==> src/core/iqgpc_defines.svh <==
`ifndef IQGPC_DEFINES_SVH
`define IQGPC_DEFINES_SVH

// Register offsets on the plain register port
`define IQGPC_ADDR_CFG1       8'h01
`define IQGPC_ADDR_GAIN_A     8'h0c
`define IQGPC_ADDR_GAIN_B     8'h0d
`define IQGPC_ADDR_DLY_GAIN_D 8'h0f
`define IQGPC_ADDR_PHASE_DUAL 8'h10
`define IQGPC_ADDR_SYNC_EN    8'h1e

// Field positions
`define IQGPC_LAG_AB_MSB      15
`define IQGPC_LAG_AB_LSB      14
`define IQGPC_LAG_CD_MSB      13
`define IQGPC_LAG_CD_LSB      12
`define IQGPC_GAIN_MSB        10
`define IQGPC_DUAL_MSB        13
`define IQGPC_DUAL_LSB        12
`define IQGPC_PHASE_MSB       11
`define IQGPC_CFG1_DUAL_OFF   8
`define IQGPC_SYNC_EN_BIT     0

// Reset values and codes
`define IQGPC_GAIN_UNITY      11'h400
`define IQGPC_PHASE_RESET     12'h000
`define IQGPC_LAG_RESET       2'h0
`define IQGPC_DUAL_CODE       2'h3
`define IQGPC_SYNC_EN_RESET   1'h1
`define IQGPC_CFG1_RESET      16'h0100

`endif

==> src/core/iqgpc_pkg.sv <==
package iqgpc_pkg;

  typedef logic signed [15:0] iqgpc_sample_t;

  // One converter sample per channel
  typedef struct packed {
    iqgpc_sample_t a;
    iqgpc_sample_t b;
    iqgpc_sample_t c;
    iqgpc_sample_t d;
  } iqgpc_quad_s;

  // Correction settings seen by the arithmetic
  typedef struct packed {
    logic [10:0] gain_a;
    logic [10:0] gain_b;
    logic [11:0] phase_ab;
  } iqgpc_corr_s;

endpackage : iqgpc_pkg

==> src/core/iqgpc_core.sv <==
// What this block does
// - Delay AB outputs 0..3 cycles, reset zero
// - Delay CD outputs 0..3 cycles, reset zero
// - Fourth gain is 11-bit unsigned word
// - Gain binary point between bits 9, 10
// - AB phase 12-bit signed, scaled -0.5..0.49975
// - Add B times phase into A
// - Phase write auto-syncs staged A, B, phase
// - A, B gain writes alone leave active settings; a D gain write applies at once
// - Dual mode needs cfg bit clear, field 11
// - Dual mode keeps only channels B, C
// - Reserved bits reset and read zero
// - A and B gains share D format
`timescale 1ns/10ps
`include "iqgpc_defines.svh"

module iqgpc_core (
  input  wire logic                  clk_in,
  input  wire logic                  arst_n_in,
  input  wire logic [7:0]            reg_addr_in,
  input  wire logic [15:0]           reg_wdata_in,
  input  wire logic                  reg_wr_in,
  input  wire logic                  reg_rd_in,
  output logic [15:0]                reg_rdata_out,
  input  wire iqgpc_pkg::iqgpc_quad_s samples_in,
  output iqgpc_pkg::iqgpc_quad_s     samples_out,
  output logic                       dual_mode_out
);

  // Gain product: binary point between bits 9 and 10 of the gain
  function automatic logic signed [17:0] gain_term(input logic signed [15:0] s,
                                                   input logic [10:0] g);
    logic signed [27:0] p;
    p = s * $signed({1'b0, g});
    return p[27:10];
  endfunction : gain_term

  // Phase product: 12-bit two's complement scaled by 2^-12
  function automatic logic signed [17:0] phase_term(input logic signed [15:0] s,
                                                    input logic [11:0] ph);
    logic signed [27:0] p;
    p = s * $signed(ph);
    return {{2{p[27]}}, p[27:12]};
  endfunction : phase_term

  // Clip to the 16-bit sample range so overflow does not wrap
  function automatic logic signed [15:0] sat16(input logic signed [17:0] x);
    logic signed [15:0] r;
    r = x[15:0];
    if (x > 18'sh07fff) begin
      r = 16'sh7fff;
    end else if (x < -18'sh08000) begin
      r = 16'sh8000;
    end
    return r;
  endfunction : sat16

  // Reset release through two flops
  logic rst_meta_reg;
  logic rst_n;
  always_ff @(posedge clk_in or negedge arst_n_in) begin
    if (!arst_n_in) begin
      rst_meta_reg <= 1'b0;
      rst_n        <= 1'b0;
    end else begin
      rst_meta_reg <= 1'b1;
      rst_n        <= rst_meta_reg;
    end
  end

  // Software-visible staging and control state
  logic [10:0] stage_gain_a_reg, stage_gain_a_next;
  logic [10:0] stage_gain_b_reg, stage_gain_b_next;
  logic [10:0] gain_d_reg, gain_d_next;
  logic [1:0]  lag_ab_reg, lag_ab_next;
  logic [1:0]  lag_cd_reg, lag_cd_next;
  logic [11:0] phase_stage_reg, phase_stage_next;
  logic [1:0]  dual_ena_reg, dual_ena_next;
  logic [15:0] cfg1_reg, cfg1_next;
  logic        sync_en_reg, sync_en_next;
  logic        wr_gain_a, wr_gain_b, wr_phase, auto_sync;

  assign wr_gain_a = reg_wr_in && (reg_addr_in == `IQGPC_ADDR_GAIN_A);
  assign wr_gain_b = reg_wr_in && (reg_addr_in == `IQGPC_ADDR_GAIN_B);
  assign wr_phase  = reg_wr_in && (reg_addr_in == `IQGPC_ADDR_PHASE_DUAL);
  assign auto_sync = wr_phase && sync_en_reg;

  // Register writes; reserved bits are never stored
  always_comb begin
    stage_gain_a_next = stage_gain_a_reg;
    stage_gain_b_next = stage_gain_b_reg;
    gain_d_next       = gain_d_reg;
    lag_ab_next       = lag_ab_reg;
    lag_cd_next       = lag_cd_reg;
    phase_stage_next  = phase_stage_reg;
    dual_ena_next     = dual_ena_reg;
    cfg1_next         = cfg1_reg;
    sync_en_next      = sync_en_reg;
    if (wr_gain_a) begin
      stage_gain_a_next = reg_wdata_in[`IQGPC_GAIN_MSB:0];
    end
    if (wr_gain_b) begin
      stage_gain_b_next = reg_wdata_in[`IQGPC_GAIN_MSB:0];
    end
    if (reg_wr_in && (reg_addr_in == `IQGPC_ADDR_DLY_GAIN_D)) begin
      lag_ab_next = reg_wdata_in[`IQGPC_LAG_AB_MSB:`IQGPC_LAG_AB_LSB];
      lag_cd_next = reg_wdata_in[`IQGPC_LAG_CD_MSB:`IQGPC_LAG_CD_LSB];
      gain_d_next = reg_wdata_in[`IQGPC_GAIN_MSB:0];
    end
    if (wr_phase) begin
      dual_ena_next    = reg_wdata_in[`IQGPC_DUAL_MSB:`IQGPC_DUAL_LSB];
      phase_stage_next = reg_wdata_in[`IQGPC_PHASE_MSB:0];
    end
    if (reg_wr_in && (reg_addr_in == `IQGPC_ADDR_CFG1)) begin
      cfg1_next = reg_wdata_in;
    end
    if (reg_wr_in && (reg_addr_in == `IQGPC_ADDR_SYNC_EN)) begin
      sync_en_next = reg_wdata_in[`IQGPC_SYNC_EN_BIT];
    end
  end

  always_ff @(posedge clk_in or negedge rst_n) begin
    if (!rst_n) begin
      stage_gain_a_reg <= `IQGPC_GAIN_UNITY;
      stage_gain_b_reg <= `IQGPC_GAIN_UNITY;
      gain_d_reg       <= `IQGPC_GAIN_UNITY;
      lag_ab_reg       <= `IQGPC_LAG_RESET;
      lag_cd_reg       <= `IQGPC_LAG_RESET;
      phase_stage_reg  <= `IQGPC_PHASE_RESET;
      dual_ena_reg     <= 2'h0;
      cfg1_reg         <= `IQGPC_CFG1_RESET;
      sync_en_reg      <= `IQGPC_SYNC_EN_RESET;
    end else begin
      stage_gain_a_reg <= stage_gain_a_next;
      stage_gain_b_reg <= stage_gain_b_next;
      gain_d_reg       <= gain_d_next;
      lag_ab_reg       <= lag_ab_next;
      lag_cd_reg       <= lag_cd_next;
      phase_stage_reg  <= phase_stage_next;
      dual_ena_reg     <= dual_ena_next;
      cfg1_reg         <= cfg1_next;
      sync_en_reg      <= sync_en_next;
    end
  end

  // Active settings: loaded together only by the auto-sync
  iqgpc_pkg::iqgpc_corr_s act_reg, act_next;
  logic                   dual_reg, dual_next;
  always_comb begin
    act_next = act_reg;
    if (auto_sync) begin
      act_next.gain_a   = stage_gain_a_reg;
      act_next.gain_b   = stage_gain_b_reg;
      act_next.phase_ab = reg_wdata_in[`IQGPC_PHASE_MSB:0];
    end
    dual_next = !cfg1_reg[`IQGPC_CFG1_DUAL_OFF] && (dual_ena_reg == `IQGPC_DUAL_CODE);
  end

  always_ff @(posedge clk_in or negedge rst_n) begin
    if (!rst_n) begin
      act_reg  <= '{gain_a: `IQGPC_GAIN_UNITY, gain_b: `IQGPC_GAIN_UNITY,
                    phase_ab: `IQGPC_PHASE_RESET};
      dual_reg <= 1'b0;
    end else begin
      act_reg  <= act_next;
      dual_reg <= dual_next;
    end
  end

  // Correction arithmetic, then a fixed tap line the lag fields choose from
  iqgpc_pkg::iqgpc_quad_s corr_reg, corr_next;
  iqgpc_pkg::iqgpc_quad_s dly_reg [3], dly_next [3];
  iqgpc_pkg::iqgpc_quad_s out_reg, out_next;
  always_comb begin
    corr_next.a = sat16(gain_term(samples_in.a, act_reg.gain_a)
                        + phase_term(samples_in.b, act_reg.phase_ab));
    corr_next.b = sat16(gain_term(samples_in.b, act_reg.gain_b));
    corr_next.c = samples_in.c;
    corr_next.d = sat16(gain_term(samples_in.d, gain_d_reg));
    if (dual_reg) begin
      corr_next.a = 16'sh0000;
      corr_next.d = 16'sh0000;
    end
    dly_next[0] = corr_reg;
    dly_next[1] = dly_reg[0];
    dly_next[2] = dly_reg[1];
    // Whole pairs move together so A and B never skew
    out_next.a = (lag_ab_reg == 2'h0) ? corr_reg.a : dly_reg[lag_ab_reg - 2'h1].a;
    out_next.b = (lag_ab_reg == 2'h0) ? corr_reg.b : dly_reg[lag_ab_reg - 2'h1].b;
    out_next.c = (lag_cd_reg == 2'h0) ? corr_reg.c : dly_reg[lag_cd_reg - 2'h1].c;
    out_next.d = (lag_cd_reg == 2'h0) ? corr_reg.d : dly_reg[lag_cd_reg - 2'h1].d;
  end

  always_ff @(posedge clk_in or negedge rst_n) begin
    if (!rst_n) begin
      corr_reg <= '0;
      dly_reg  <= '{default: '0};
      out_reg  <= '0;
    end else begin
      corr_reg <= corr_next;
      dly_reg  <= dly_next;
      out_reg  <= out_next;
    end
  end

  // Read port; unmapped offsets answer zero
  logic [15:0] rdata_reg, rdata_next;
  always_comb begin
    rdata_next = 16'h0000;
    if (reg_rd_in) begin
      unique case (reg_addr_in)
        `IQGPC_ADDR_GAIN_A:     rdata_next = {5'h00, stage_gain_a_reg};
        `IQGPC_ADDR_GAIN_B:     rdata_next = {5'h00, stage_gain_b_reg};
        `IQGPC_ADDR_DLY_GAIN_D: rdata_next = {lag_ab_reg, lag_cd_reg, 1'b0, gain_d_reg};
        `IQGPC_ADDR_PHASE_DUAL: rdata_next = {2'h0, dual_ena_reg, phase_stage_reg};
        `IQGPC_ADDR_CFG1:       rdata_next = cfg1_reg;
        `IQGPC_ADDR_SYNC_EN:    rdata_next = {15'h0000, sync_en_reg};
        default:                rdata_next = 16'h0000;
      endcase
    end
  end

  always_ff @(posedge clk_in or negedge rst_n) begin
    if (!rst_n) begin
      rdata_reg <= 16'h0000;
    end else begin
      rdata_reg <= rdata_next;
    end
  end

  assign reg_rdata_out = rdata_reg;
  assign samples_out   = out_reg;
  assign dual_mode_out = dual_reg;
endmodule : iqgpc_core

==> config.mk <==
export PLATFORM = sky130hd
export DESIGN_NAME = iqgpc_core
export DESIGN_NICKNAME = d
export VERILOG_FILES = /design/src/core/iqgpc_pkg.sv /design/src/core/iqgpc_core.sv
export VERILOG_INCLUDE_DIRS = /design/src /design/src/core
export SDC_FILE = /design/constraint.sdc
export NUM_CORES = 2
export LEC_CHECK = 0
export BUFFER_PORTS_ARGS = -buffer_cell sky130_fd_sc_hd__clkbuf_2
export CORE_MARGIN = 4
export CORE_UTILIZATION = 33
export DETAILED_ROUTE_END_ITERATION = 10
export GPL_TIMING_DRIVEN = 0
export PLACE_DENSITY = 0.55
export SYNTH_ARGS = -nofsm -noshare
export SYNTH_HDL_FRONTEND = slang
export SYNTH_SLANG_ARGS = --single-unit
==> constraint.sdc <==
create_clock -name clk_in -period 20.9 [get_ports clk_in]
set_clock_uncertainty 0.05 [all_clocks]
set_input_delay 1.045 -clock clk_in [delete_from_list [all_inputs] [get_ports clk_in]]
set_output_delay 1.045 -clock clk_in [all_outputs]
set_load 0.005 [all_outputs]
==> impl_metrics.csv <==
group,metric,value,unit
worst_setup_path,crit_path_end_kind,"flip-flop",
floorplanning,chipWidth,362,um
worst_setup_path,r2r_slack,11.55,ns
finish,design_area,0.0460,mm2
worst_setup_path,arrival,9.82,ns
yosys,synthTopCellsByArea,"fa_1 32%, dfrtp_1 26%, ha_1 7.5%, inv_1 6.9%, nand2_1 4.7%",
clock_network,ctsLongestPathBuffers,3,
yosys,yosysMostFrequentCell,"inv_1",
floorplanning,fp.coreArea,0.124,mm2
clock_network,insertion_delay,0.61,ns
finish,fillers,12513,
finish,fin_nets,5265,
worst_setup_path,critPathMaxFanout,10,
timing,setup_tns,0,ns
min_path,worstHoldPathType,"input pin to asynchronous set/reset pin",
yosys,yosys_warnings,0,
pwr,ir_drop,0.0000610,V
floorplanning,die_h,362,um
place,postPlaceCellArea,0.0444,mm2
yosys,synthesis.nets,5042,
worst_setup_path,reg2reg_from,"act_reg[26]",
timing,rsz0062_at_grt,"no",
pwr,power-per-cell-area,47.3,mW/mm2
yosys,async_reset_ff_share,100,%
drt,wl_met2,47400,um
drt,via_count,27866,
yosys,yosys.area.top_type,"fa_1",
global_route,antenna_found_initial,15,
clock_network,cts_hold_buf,0,
finish,drive_gt1_share,9.18,%
timing,finalCriticalPeriod,9.35,ns
timing,fin_crit_sh,44.7,%
yosys,syn_area_per_cell,10.2,um2
pwr,pwr-share-clk,38.1,%
global_route,grt_max_degree,71,
finish,multi_input_area,0.0267,mm2
run,drv_cap,0,
yosys,synth_seq_cells,441,
drt,drc_errors,0,
timing,setup_violations,0,
pwr,switchingPower,0.615,mW
clock_network,cts.sinks,441,
clock_network,cts_buffers,48,
yosys,synth_top_area_share,31.8,%
yosys,synthFlopType,"dfrtp_1",
worst_setup_path,crit_type,"flip-flop to flip-flop",
clock_network,cts_resized,0,
finish,area_growth,11.2,%
floorplanning,rows,129,
pwr,p_comb_share,15.8,%
worst_setup_path,cp_slowest_cell,"dfrtp_1",
global_route,gr-total-overflow,0,
pwr,swShare,28.3,%
worst_setup_path,timing.rr.end,"corr_reg[62]",
pwr,intPower,1.56,mW
clock_network,cts.clk_slew.worst_paths,0.06,ns
place,dp_hpwl,85100,um
drt,wl_met1,46500,um
drt,drt-pass1-iter-count,8,
floorplanning,io_pins,173,
place,portBuffers,166,
global_route,grt_usage,16.2,%
drt,drt_iter0_drc,1615,
pwr,seqPwrFrac,46.1,%
global_route,grt_first_pass_wirelength,167000,um
floorplanning,dieArea,0.131,mm2
yosys,synth-edff-count,0,
timing,slew_violations,0,
drt,top_layer_used,"met5",
timing,worst_pin_slew,1.05,ns
yosys,synth_area,0.0413,mm2
worst_setup_path,worstRegToRegCells,33,
timing,fmax,107,MHz
floorplanning,initial_core_util,33.3,%
place,gp_congestion,0.850,
drt,wl_met3,6490,um
timing,hold_viol,0,
worst_setup_path,required,21.36,ns
run_status,outcome,"completed",
clock_network,h-tree-depth,2,
yosys,ys_types,82,
global_route,grt_pass1_vias,29473,
timing,slew_headroom,30.1,%
drt,drt_wl_total,103000,um
yosys,synthCells,4045,
worst_setup_path,max_stage_delay,0.64,ns
clock_network,cts_tree,"done",
yosys,seq_area_frac_synth,26.7,%
drt,ant_nets,0,
clock_network,ctsRootBufferMaster,"clkbuf_16",
worst_setup_path,start_kind,"flip-flop",
finish,largest_reg_flops,128,
clock_network,cts_setup_buffers,0,
yosys,synth_common_cells,"761 x inv_1, 657 x fa_1, 516 x nand2_1",
pwr,cellLeakagePower,22.8,nW
finish,regArea,0.0110,mm2
drt,post_drt_wl_per_cell,17.3,um
worst_setup_path,path_common_cell,"fa_1",
drt,viasPerCell,4.69,
final cells by class:
type                            count  share of cell area [%]
Multi-Input combinational cell   2656                    58.1
Sequential cell                   441                    24.0
Inverter                          763                    6.23
Tap cell                         1637                    4.46
Clock buffer                       69                    2.92
Timing Repair Buffer              173                    2.23
Buffer                            185                    1.56
Clock inverter                     14                   0.452
Antenna cell                        8                  0.0436
power by group through the flow:
stage / Combinational [mW] / Sequential [mW] / Clock [mW]
CTS: 0.349 / 1.00 / 0.855
detailed placement: 0.346 / 1.02 / 0
finish: 0.343 / 1.00 / 0.828
floorplan: 0.208 / 1.01 / 0
global route: 0.387 / 1.01 / 0.892
global placement: 0.323 / 1.03 / 0
worst max path at each step:
stage                    from           end  cells after the start
2_1_floorplan           rst_n    act_reg[0]                      0
3_3_place_gp            rst_n  corr_reg[43]                      0
3_5_place_dp   samples_in[53]  corr_reg[62]                     32
4_1_cts           act_reg[30]  corr_reg[62]                     33
5_1_grt           act_reg[29]  corr_reg[60]                     33
6_report          act_reg[26]  corr_reg[62]                     33
cells in the final DEF, fill, tap and decap left out, types with 14 or more instances in the layout:
cell type,count
inv_1,761
fa_1,657
nand2_1,516
dfrtp_1,433
and2_1,292
ha_1,248
clkbuf_1,191
clkbuf_2,166
nor2_1,142
a21oi_1,139
mux2_2,102
o21ai_0,93
xnor2_1,74
mux2i_1,69
clkbuf_16,48
a21o_1,39
nand2b_1,23
xor2_1,19
nor3_1,17
o21a_1,16
a22oi_1,15
o21ai_1,14
nor2b_1,14
through the flow:
step	setup WS (ns)	hold slack [ns]	power [mW]	util, %	cells
after floorplan	7.66	0.281	1.22	-	4045
after global placement	2.67	0.290	1.36	35.7	5848
after detailed placement	11.19	0.310	1.36	35.8	5855
after CTS	11.55	0.171	2.21	37.1	5938
after global routing	10.93	0.176	2.29	37.1	5939
final	11.55	0.205	2.17	37.1	5946
logic make-up (layout without fill, tap and decap cells):
group / after synthesis / after routing / share of synthesized area [%]
adders and majority gates: 905 / 905 / 39.3
DFF: 441 / 441 / 26.7
and+or+nand+nor: 1065 / 1065 / 12.2
muxes: 172 / 172 / 4.51
buffers and inverters: 948 / 1204 / 8.66
other: 1 / 9 / 0.00908
xor gates and xnor gates: 98 / 98 / 2.20
AOI/OAI and AO/OA: 415 / 415 / 6.32
critical path: cells and delay by family, from the launching register on:
family,cells,cell delay (ns)
DFF,1,0.64
xor gates and xnor gates,2,0.45
and+or+nand+nor,5,0.93
adders and majority gates,7,2.98
muxes,1,0.09
buffers and inverters,6,0.93
AOI/OAI and AO/OA,12,3.19
routing by layer:
layer / GRT usage (%) / vias up
li1: - / 12826
met1: 22.6 / 14318
met2: 26.0 / 579
met3: 3.43 / 127
met4: 3.84 / 16
met5: 0 / -
Note: power is estimated with default switching activity, not from simulation.
